==> config.mk <==
export PLATFORM = sky130hd
export DESIGN_NAME = dual_timer
export DESIGN_NICKNAME = d
export VERILOG_FILES = /design/src/tmr_pkg.sv /design/src/dual_timer.sv /design/src/event_sampler.sv /design/src/osc_tick.sv
export SDC_FILE = /design/constraint.sdc
export NUM_CORES = 1
export LEC_CHECK = 0
export BUFFER_PORTS_ARGS = -buffer_cell sky130_fd_sc_hd__buf_2
export CAP_MARGIN = 20
export CORE_ASPECT_RATIO = 2
export CORE_MARGIN = 3
export CORE_UTILIZATION = 50
export CTS_CLUSTER_DIAMETER = 30
export DETAILED_ROUTE_END_ITERATION = 7
export GPL_ROUTABILITY_DRIVEN = 1
export PLACE_DENSITY_LB_ADDON = 0.2
export SYNTH_ARGS = -nofsm -noshare
export SYNTH_HDL_FRONTEND = slang
export SYNTH_SLANG_ARGS = --single-unit
export TNS_END_PERCENT = 100
==> constraint.sdc <==
create_clock -name I_CLK -period 2.6 [get_ports I_CLK]
set_input_delay 0.26 -clock I_CLK [delete_from_list [all_inputs] [get_ports I_CLK]]
set_output_delay 0.26 -clock I_CLK [all_outputs]
set_load 0.01 [all_outputs]
==> src/tmr_pkg.sv <==
package tmr_pkg;

    // ------------------------------------------------------------
    // Register addresses
    // ------------------------------------------------------------
    localparam logic [7:0] ADDR_SHARED_CONTROL = 8'h88;
    localparam logic [7:0] ADDR_MODE_SELECT = 8'h89;
    localparam logic [7:0] ADDR_COUNT_LOW_ZERO = 8'h8A;
    localparam logic [7:0] ADDR_COUNT_LOW_ONE = 8'h8B;
    localparam logic [7:0] ADDR_COUNT_HIGH_ZERO = 8'h8C;
    localparam logic [7:0] ADDR_COUNT_HIGH_ONE = 8'h8D;

    // ------------------------------------------------------------
    // Reset values
    // ------------------------------------------------------------
    localparam logic [7:0] RST_SHARED_CONTROL = 8'h00;
    localparam logic [7:0] RST_MODE_SELECT = 8'h00;
    localparam logic [7:0] RST_COUNT = 8'h00;

    // ------------------------------------------------------------
    // Shared control bit positions
    // ------------------------------------------------------------
    localparam int CTL_TRIGGER_TYPE_ZERO = 0;
    localparam int CTL_EXT_IRQ_FLAG_ZERO = 1;
    localparam int CTL_TRIGGER_TYPE_ONE = 2;
    localparam int CTL_EXT_IRQ_FLAG_ONE = 3;
    localparam int CTL_RUN_BIT_ZERO = 4;
    localparam int CTL_OVERFLOW_FLAG_ZERO = 5;
    localparam int CTL_RUN_BIT_ONE = 6;
    localparam int CTL_OVERFLOW_FLAG_ONE = 7;

    // ------------------------------------------------------------
    // Mode select field layout, one nibble per timer
    // ------------------------------------------------------------
    localparam int MODE_FIELD_LSB = 0;
    localparam int MODE_FUNC_BIT = 2;
    localparam int MODE_GATE_BIT = 3;
    localparam int MODE_NIBBLE_ONE = 4;

    // ------------------------------------------------------------
    // Timing
    // ------------------------------------------------------------
    localparam int OSC_CYCLES_PER_TICK = 12;

    typedef enum logic [1:0] {
        MODE_PRESCALED_13 = 2'b00,
        MODE_CASCADED_16 = 2'b01,
        MODE_RELOAD_8 = 2'b10,
        MODE_SPLIT_STOP = 2'b11
    } mode_t;

endpackage
==> src/dual_timer.sv <==
// Behaviour
// - Mode 0 counts thirteen bits: high byte plus low five bits of low byte.
// - Mode 0 wrap from all ones to zero sets the timer overflow flag.
// - A timer counts only with run bit set and gate clear or pin high; timer one ignores its run bit while timer zero is split.
// - Setting the run bit keeps the count; counting resumes from it.
// - Mode 0 upper three low-byte bits are outside the count; ignore them.
// - Mode 01b cascades both bytes into sixteen bits; overflow sets flag.
// - Mode 10b counts low byte, reloads it from high byte on overflow.
// - Timer one in mode 3 freezes as if its run bit were clear.
// - Timer zero mode 3 low byte uses all timer zero controls and flag.
// - Timer zero mode 3 high byte ticks internally, uses timer one run/flag.
// - Timer one still overflows flaglessly while timer zero is split.
// - Function bit picks internal ticks (0) or count pin events (1).
// - Mode register holds one two-bit mode field for each timer.
// - External interrupt flags set when their pin becomes active.
// - Trigger type bits pick edge or level sensing per pin.
// - Trigger type 1 means falling edge, 0 means low level.
// - Timer function advances once every twelve oscillator cycles.
// - Count pin sampled each tick; one then zero increments next tick.
// - Overflow flags clear by hardware once firmware serviced them.
module dual_timer (
    input wire logic I_CLK,
    input wire logic I_RSTN,
    input wire logic [7:0] I_ADDR,
    input wire logic [7:0] I_WDATA,
    input wire logic I_WR,
    input wire logic I_RD,
    input wire logic I_EVENT_PIN_ZERO,
    input wire logic I_EVENT_PIN_ONE,
    input wire logic I_EXT_IRQ_PIN_ZERO,
    input wire logic I_EXT_IRQ_PIN_ONE,
    input wire logic I_SERVICED_TIMER_ZERO,
    input wire logic I_SERVICED_TIMER_ONE,
    input wire logic I_SERVICED_EXT_ZERO,
    input wire logic I_SERVICED_EXT_ONE,
    output logic [7:0] O_RDATA,
    output logic O_OVERFLOW_FLAG_ZERO,
    output logic O_OVERFLOW_FLAG_ONE,
    output logic O_EXT_IRQ_FLAG_ZERO,
    output logic O_EXT_IRQ_FLAG_ONE,
    output logic O_TIMER_ONE_OVERFLOW
);

    // ------------------------------------------------------------
    // Reset release
    // ------------------------------------------------------------
    logic [1:0] rst_pipe;
    logic rst_n;

    // Reset asserts at once but leaves on the clock to avoid recovery races.
    always_ff @(posedge I_CLK or negedge I_RSTN) begin
        if (!I_RSTN) begin
            rst_pipe <= 2'b00;
        end else begin
            rst_pipe <= {rst_pipe[0], 1'b1};
        end
    end

    assign rst_n = rst_pipe[1];

    // ------------------------------------------------------------
    // Tick and count pin sampling
    // ------------------------------------------------------------
    logic tick;
    logic [1:0] ev_inc;
    logic [1:0] ev_pin;

    assign ev_pin = {I_EVENT_PIN_ONE, I_EVENT_PIN_ZERO};

    osc_tick #(
        .DIVIDE(tmr_pkg::OSC_CYCLES_PER_TICK)
    ) u_tick (
        .i_clk(I_CLK),
        .i_rst_n(rst_n),
        .o_tick(tick)
    );

    for (genvar g = 0; g < 2; g++) begin : g_ev
        event_sampler u_ev (
            .i_clk(I_CLK),
            .i_rst_n(rst_n),
            .i_pin(ev_pin[g]),
            .i_tick(tick),
            .o_inc(ev_inc[g])
        );
    end

    // ------------------------------------------------------------
    // State
    // ------------------------------------------------------------
    typedef struct packed {
        logic [7:0] mode_sel;
        logic run0;
        logic run1;
        logic trig0;
        logic trig1;
        logic ovf0;
        logic ovf1;
        logic xflag0;
        logic xflag1;
        logic [7:0] low0;
        logic [7:0] high0;
        logic [7:0] low1;
        logic [7:0] high1;
        logic [1:0] xsync_a;
        logic [1:0] xsync_b;
        logic [1:0] xprev;
        logic [7:0] rdata;
        logic t1_pulse;
    } state_t;

    state_t q;
    state_t next_q;

    // Step one timer in modes 0 to 2; the result is {overflow, high, low}.
    function automatic logic [16:0] step_timer(input logic [1:0] md, input logic [7:0] lo,
                                               input logic [7:0] hi, input logic inc);
        logic [12:0] c13;
        logic [15:0] c16;
        logic [16:0] r;
        c13 = {hi, lo[4:0]} + 13'h0001;
        c16 = {hi, lo} + 16'h0001;
        r = {1'b0, hi, lo};
        if (inc) begin
            unique case (tmr_pkg::mode_t'(md))
                tmr_pkg::MODE_PRESCALED_13: begin
                    r = {&{hi, lo[4:0]}, c13[12:5], lo[7:5], c13[4:0]};
                end
                tmr_pkg::MODE_CASCADED_16: begin
                    r = {&{hi, lo}, c16};
                end
                tmr_pkg::MODE_RELOAD_8: begin
                    r = (&lo) ? {1'b1, hi, hi} : {1'b0, hi, lo + 8'h01};
                end
                tmr_pkg::MODE_SPLIT_STOP: begin
                    r = {1'b0, hi, lo};
                end
            endcase
        end
        return r;
    endfunction

    // Register read decode, used by the read path.
    function automatic logic [7:0] read_reg(input state_t s, input logic [7:0] a);
        logic [7:0] v;
        v = 8'h00;
        unique case (a)
            tmr_pkg::ADDR_SHARED_CONTROL: v = {s.ovf1, s.run1, s.ovf0, s.run0,
                                               s.xflag1, s.trig1, s.xflag0, s.trig0};
            tmr_pkg::ADDR_MODE_SELECT: v = s.mode_sel;
            tmr_pkg::ADDR_COUNT_LOW_ZERO: v = s.low0;
            tmr_pkg::ADDR_COUNT_LOW_ONE: v = s.low1;
            tmr_pkg::ADDR_COUNT_HIGH_ZERO: v = s.high0;
            tmr_pkg::ADDR_COUNT_HIGH_ONE: v = s.high1;
            default: v = 8'h00;
        endcase
        return v;
    endfunction

    // ------------------------------------------------------------
    // Decoded controls
    // ------------------------------------------------------------
    logic [1:0] md0;
    logic [1:0] md1;
    logic split0;
    logic en0;
    logic en1;
    logic inc0;
    logic inc1;
    logic inc_high0;
    logic [16:0] res0;
    logic [16:0] res1;
    logic ovf_low0;
    logic ovf_high0;
    logic set_ovf0;
    logic set_ovf1;
    logic [1:0] xset;
    logic [1:0] fall;
    logic wr_ctl;

    // Mode fields and enables; timer one ignores its run bit while timer
    // zero is split, and stops only by entering its own mode 3 or through its gate.
    always_comb begin
        md0 = q.mode_sel[tmr_pkg::MODE_FIELD_LSB +: 2];
        md1 = q.mode_sel[tmr_pkg::MODE_NIBBLE_ONE + tmr_pkg::MODE_FIELD_LSB +: 2];
        split0 = (md0 == tmr_pkg::MODE_SPLIT_STOP);
        en0 = q.run0 && (!q.mode_sel[tmr_pkg::MODE_GATE_BIT] || q.xsync_b[0]);
        en1 = (split0 || q.run1)
            && (!q.mode_sel[tmr_pkg::MODE_NIBBLE_ONE + tmr_pkg::MODE_GATE_BIT] || q.xsync_b[1]);
        inc0 = en0 && (q.mode_sel[tmr_pkg::MODE_FUNC_BIT] ? ev_inc[0] : tick);
        inc1 = en1 && (md1 != tmr_pkg::MODE_SPLIT_STOP)
            && (q.mode_sel[tmr_pkg::MODE_NIBBLE_ONE + tmr_pkg::MODE_FUNC_BIT] ? ev_inc[1] : tick);
        inc_high0 = split0 && q.run1 && tick;
    end

    // Counting results of both timers, split mode handled separately.
    always_comb begin
        res0 = step_timer(md0, q.low0, q.high0, inc0 && !split0);
        res1 = step_timer(md1, q.low1, q.high1, inc1);
        ovf_low0 = split0 && inc0 && (&q.low0);
        ovf_high0 = inc_high0 && (&q.high0);
        set_ovf0 = res0[16] || ovf_low0;
        set_ovf1 = split0 ? ovf_high0 : res1[16];
    end

    // External pin sensing: low level or a fall between two synced samples.
    always_comb begin
        for (int i = 0; i < 2; i++) begin
            fall[i] = q.xprev[i] && !q.xsync_b[i];
        end
        xset[0] = q.trig0 ? fall[0] : !q.xsync_b[0];
        xset[1] = q.trig1 ? fall[1] : !q.xsync_b[1];
        wr_ctl = I_WR && (I_ADDR == tmr_pkg::ADDR_SHARED_CONTROL);
    end

    // ------------------------------------------------------------
    // Next state
    // ------------------------------------------------------------
    // Hardware setting a flag beats servicing in the same cycle so that
    // an overflow or pin event is never dropped.
    always_comb begin
        next_q = q;
        next_q.xsync_a = {I_EXT_IRQ_PIN_ONE, I_EXT_IRQ_PIN_ZERO};
        next_q.xsync_b = q.xsync_a;
        next_q.xprev = q.xsync_b;
        next_q.rdata = I_RD ? read_reg(q, I_ADDR) : 8'h00;
        next_q.t1_pulse = res1[16];
        {next_q.high1, next_q.low1} = res1[15:0];
        if (split0) begin
            next_q.low0 = inc0 ? q.low0 + 8'h01 : q.low0;
            next_q.high0 = inc_high0 ? q.high0 + 8'h01 : q.high0;
        end else begin
            {next_q.high0, next_q.low0} = res0[15:0];
        end
        if (set_ovf0) begin
            next_q.ovf0 = 1'b1;
        end else if (I_SERVICED_TIMER_ZERO) begin
            next_q.ovf0 = 1'b0;
        end
        if (set_ovf1) begin
            next_q.ovf1 = 1'b1;
        end else if (I_SERVICED_TIMER_ONE) begin
            next_q.ovf1 = 1'b0;
        end
        if (xset[0]) begin
            next_q.xflag0 = 1'b1;
        end else if (I_SERVICED_EXT_ZERO) begin
            next_q.xflag0 = 1'b0;
        end
        if (xset[1]) begin
            next_q.xflag1 = 1'b1;
        end else if (I_SERVICED_EXT_ONE) begin
            next_q.xflag1 = 1'b0;
        end
        if (wr_ctl) begin
            next_q.run0 = I_WDATA[tmr_pkg::CTL_RUN_BIT_ZERO];
            next_q.run1 = I_WDATA[tmr_pkg::CTL_RUN_BIT_ONE];
            next_q.trig0 = I_WDATA[tmr_pkg::CTL_TRIGGER_TYPE_ZERO];
            next_q.trig1 = I_WDATA[tmr_pkg::CTL_TRIGGER_TYPE_ONE];
        end
        if (I_WR) begin
            unique case (I_ADDR)
                tmr_pkg::ADDR_MODE_SELECT: next_q.mode_sel = I_WDATA;
                tmr_pkg::ADDR_COUNT_LOW_ZERO: next_q.low0 = I_WDATA;
                tmr_pkg::ADDR_COUNT_LOW_ONE: next_q.low1 = I_WDATA;
                tmr_pkg::ADDR_COUNT_HIGH_ZERO: next_q.high0 = I_WDATA;
                tmr_pkg::ADDR_COUNT_HIGH_ONE: next_q.high1 = I_WDATA;
                default: next_q.mode_sel = next_q.mode_sel;
            endcase
        end
    end

    always_ff @(posedge I_CLK or negedge rst_n) begin
        if (!rst_n) begin
            q <= '0;
            {q.xsync_a, q.xsync_b, q.xprev} <= 6'h3F;
            q.mode_sel <= tmr_pkg::RST_MODE_SELECT;
            q.low0 <= tmr_pkg::RST_COUNT;
            q.high0 <= tmr_pkg::RST_COUNT;
            q.low1 <= tmr_pkg::RST_COUNT;
            q.high1 <= tmr_pkg::RST_COUNT;
        end else begin
            q <= next_q;
        end
    end

    // ------------------------------------------------------------
    // Outputs
    // ------------------------------------------------------------
    assign O_RDATA = q.rdata;
    assign O_OVERFLOW_FLAG_ZERO = q.ovf0;
    assign O_OVERFLOW_FLAG_ONE = q.ovf1;
    assign O_EXT_IRQ_FLAG_ZERO = q.xflag0;
    assign O_EXT_IRQ_FLAG_ONE = q.xflag1;
    assign O_TIMER_ONE_OVERFLOW = q.t1_pulse;

    // ------------------------------------------------------------
    // Checks
    // ------------------------------------------------------------
    logic no_wr;
    assign no_wr = !I_WR;
endmodule

==> src/event_sampler.sv <==
module event_sampler (
    input wire logic i_clk,
    input wire logic i_rst_n,
    input wire logic i_pin,
    input wire logic i_tick,
    output logic o_inc
);

    typedef struct packed {
        logic sync_a;
        logic sync_b;
        logic older;
        logic newer;
        logic inc;
    } state_t;

    state_t q;
    state_t next_q;

    // Samples are taken only on ticks; a one then a zero lets the count
    // advance at the following tick, so the fastest rate is two ticks.
    always_comb begin
        next_q = q;
        next_q.sync_a = i_pin;
        next_q.sync_b = q.sync_a;
        next_q.inc = 1'b0;
        if (i_tick) begin
            next_q.newer = q.sync_b;
            next_q.older = q.newer;
            next_q.inc = q.older && !q.newer;
        end
    end

    always_ff @(posedge i_clk or negedge i_rst_n) begin
        if (!i_rst_n) begin
            q <= '0;
        end else begin
            q <= next_q;
        end
    end

    assign o_inc = q.inc;

endmodule

==> src/osc_tick.sv <==
module osc_tick #(
    parameter int DIVIDE = tmr_pkg::OSC_CYCLES_PER_TICK
) (
    input wire logic i_clk,
    input wire logic i_rst_n,
    output logic o_tick
);

    if (DIVIDE < 2 || DIVIDE > 255) begin : g_bad_divide
        $error("osc_tick divide out of range");
    end

    typedef struct packed {
        logic [7:0] count;
        logic tick;
    } state_t;

    state_t q;
    state_t next_q;

    // The tick runs free so the timer rate ignores any bus activity.
    always_comb begin
        next_q = q;
        next_q.tick = 1'b0;
        if (q.count == 8'(DIVIDE - 1)) begin
            next_q.count = 8'h00;
            next_q.tick = 1'b1;
        end else begin
            next_q.count = q.count + 8'h01;
        end
    end

    always_ff @(posedge i_clk or negedge i_rst_n) begin
        if (!i_rst_n) begin
            q <= '0;
        end else begin
            q <= next_q;
        end
    end

    assign o_tick = q.tick;

endmodule

==> metrics <==
Die Y=~140 um; cell with the most instances after synthesis=dfrtp_1; Via density=6.28; antenna-violating nets left=0; Filler cells=794; Cell Chain, Critical Path=ha_1 > and4_2 > nand2_1 > mux2_2 > or3_4 > or4_1 > nand3_1; Num CTS Buffers=9; Area Overhead vs Synth=13.2%; crit path max fanout=6; Starting Density=between 50% and 60%; Final Setup Violations=0; core area=9070 um2; leading area contributor after synthesis=dfrtp_1; ys flop type=dfrtp_1; drt drc=0; fin. max-slew vios=0; initial antenna violation count=0; ranking of synthesized cells by area=dfrtp_1 (41%), mux2_2 (7.2%), mux2i_1 (5.1%); hold slack final=18.1 ps; pre-CTS setup slack=369 ps; LEAKAGE=2.31 nW; slowest stage cell, crit path=dfrtp_1; Hold Crit Start=I_EVENT_PIN_ONE; number of buffers added for setup after CTS=0; Setup TNS Final=0 ps; post-cts hold buffer count=3; CTS H-Tree Depth=3; Post-CTS Resized=0; clk buf depth=2; EDFF count, synth=0; CP startpoint=q[23]; maxcap violations=0; Synth warnings=0; Hold EP=g_ev[1].u_ev.next_q[3]; status=finished clean; post-synthesis sequential area ratio=44.7%; routed len/inst=23.0 um; # rows=49; startpoint types=flop; 1st-pass router iterations=4; Tmin final=between 2000 and 2500 ps; crit path kind=flop to flop; global-route usage over all layers=28.9%; Worst Path Buf+Inv=0; final hold viol count=0; PnR worst setup slack=350 ps; Final nets=roughly 550; CTS tree=built; total power=0.00320 W; Pwr Density=598 nW/um2; RSZ-0062 raised after global routing=false; Final Instance Count excl. Fillers=around 630; largest net degree at the start of global routing=48; Net Count, Synth=517; Max Freq=444 MHz; VDD IR max=0.000542 V; Detailed Route Iter0 Violations=roughly 170; reg2reg start=q[23]; syn_area_per_cell=9.77 um2; WL final=14.4 mm; top cell type's share of synthesized area=41.3%; Slew @ Worst Pin=~650 ps; r2r endpoint=q[19]; Root Driver=clkbuf_16; layout cells sized above 1=21.4%; worst r2r path cells=7; asr flop ratio synth=100%; Slew headroom=56.2%; CP delay by family, top=simple AND/OR/NAND/NOR gates; IO buf count=40; I/O pin count=between 40 and 50; Placed Instances=just over 600; distinct cell type count after synthesis=between 60 and 70; Mapped Cells=approximately 480; crit path DAT=2530 ps; Clk pin slew, worst setup/hold paths=70 ps; Setup crit end kind=flop; global placement routability congestion=0.999; Sink Count=between 80 and 90; via count=3927; worst min path class=input pin to flop; clock latency on the worst-skew pair=340 ps; Final Skew=5.63 ps; first-pass GRT wire length=22.2 mm; Yosys reg bits=between 80 and 90; diodes inserted=0; period utilization=86.5%; HPWL Detailed=between 10 and 15 mm; worst reg2reg setup slack=~350 ps; Synth Cell Area=roughly 4700 um2; Worst Hold Depth=1; Synth top cells by count=dfrtp_1 (78), nand2_1 (39), mux2_2 (30), nor2_1 (29), nand3_1 (28); slowest cell delay on critical path=roughly 430 ps; die area=10700 um2; vias in the first global route=4023; Overflow after GRT=0; Critical Path RT=2880 ps; Die X=~75 um
[per-stage QoR]
step / cell area (um2) / utilization [%]
after floorplan: 4720 / -
after global placement: 5000 / 55.1
after detailed placement: 5000 / 55.1
after CTS: 5330 / 58.8
after global routing: 5340 / 58.9
final: 5340 / 58.9
[metal layers]
| metal | vias to the layer above | global-route usage, % | part of all wire [%] |
|---|---|---|---|
| li1 | 1842 | - | - |
| met1 | 1941 | 29.9 | 35 |
| met2 | 99 | 50.1 | 55 |
| met3 | 45 | 4.69 | 2.6 |
| met4 | 0 | 21.9 | 7.8 |
| met5 | - | 0 | 0 |
[worst reg2reg max path: cells and delay by family, from the launching register on]
family | cells | cell delay (ps)
adders and majority gates | 1 | 230
and+or+nand+nor | 5 | 1240
DFF | 1 | 430
muxes | 1 | 290
[state kept, by name, summed over array words and instances (netlist names)]
name                  cells
q                        42
O_RDATA                   8
u_tick.q                  8
g_ev.u_ev.q               6
next_q                    4
g_ev.u_ev.next_q          2
g_ev.u_ev.o_inc           2
md0                       2
md1                       2
rst_pipe                  2
O_EXT_IRQ_FLAG_ONE        1
O_EXT_IRQ_FLAG_ZERO       1
O_OVERFLOW_FLAG_ONE       1
O_OVERFLOW_FLAG_ZERO      1
O_TIMER_ONE_OVERFLOW      1
u_tick.o_tick             1
[worst max path at each step]
stage	depth (start not counted)	slack [ps]	endpoint
floorplan	0	100	O_EXT_IRQ_FLAG_ONE
global placement	7	440	q[19]
detailed placement	7	370	q[19]
CTS	7	360	q[19]
global route	7	240	q[17]
finish	7	350	q[19]
[layout by cell type, fill, tap and decap left out, drive strengths merged, types with 4 or more instances in the layout]
cell type / synthesis / routed
nand3: 29 / 29
o22ai: 10 / 10
nand2b: 8 / 8
nor2b: 14 / 14
ha: 6 / 6
o31ai: 6 / 6
o21ai: 24 / 24
xnor2: 10 / 10
inv: 10 / 15
xor2: 6 / 6
nand4: 10 / 10
nor3: 5 / 5
a21oi: 19 / 19
and3: 13 / 13
o211ai: 7 / 7
nand2: 39 / 39
clkbuf: 20 / 9
dfstp: 6 / 6
or4: 5 / 5
mux2i: 24 / 24
nor2: 29 / 29
dlygate4sd3: 0 / 4
a31oi: 5 / 5
or3: 6 / 6
and4: 4 / 4
mux2: 30 / 30
buf: 12 / 52
dfrtp: 78 / 78
a22oi: 9 / 9
[layout make-up]
cell class	count	area, um2	area share [%]
clock buffers	9	225	4.21
clock inverters	7	76.3	1.43
inverters	10	37.5	0.702
multi-input cells	357	2420	45.3
flip-flops and latches	84	2110	39.5
well taps	102	128	2.39
repair buffers	56	343	6.42
[cells by family after synthesis]
| kind of cell | count (synthesis) | synth area share, % |
|---|---|---|
| and+or+nand+nor | 176 | 19.8 |
| buffers and inverters | 42 | 4.03 |
| muxes | 54 | 12.2 |
| adders and majority gates | 6 | 1.59 |
| DFF | 84 | 44.7 |
| AOI/OAI and AO/OA | 104 | 14.6 |
| other | 1 | 0.0794 |
| xor gates and xnor gates | 16 | 2.97 |
[power by group]
part	switching, W	internal, W	leakage (nW)
Combinational	0.000227	0.000179	1.16
Sequential	0.000120	0.00138	1.00
Clock	0.000606	0.000685	0.149
No activity file was read; power rests on OpenSTA's default activity.
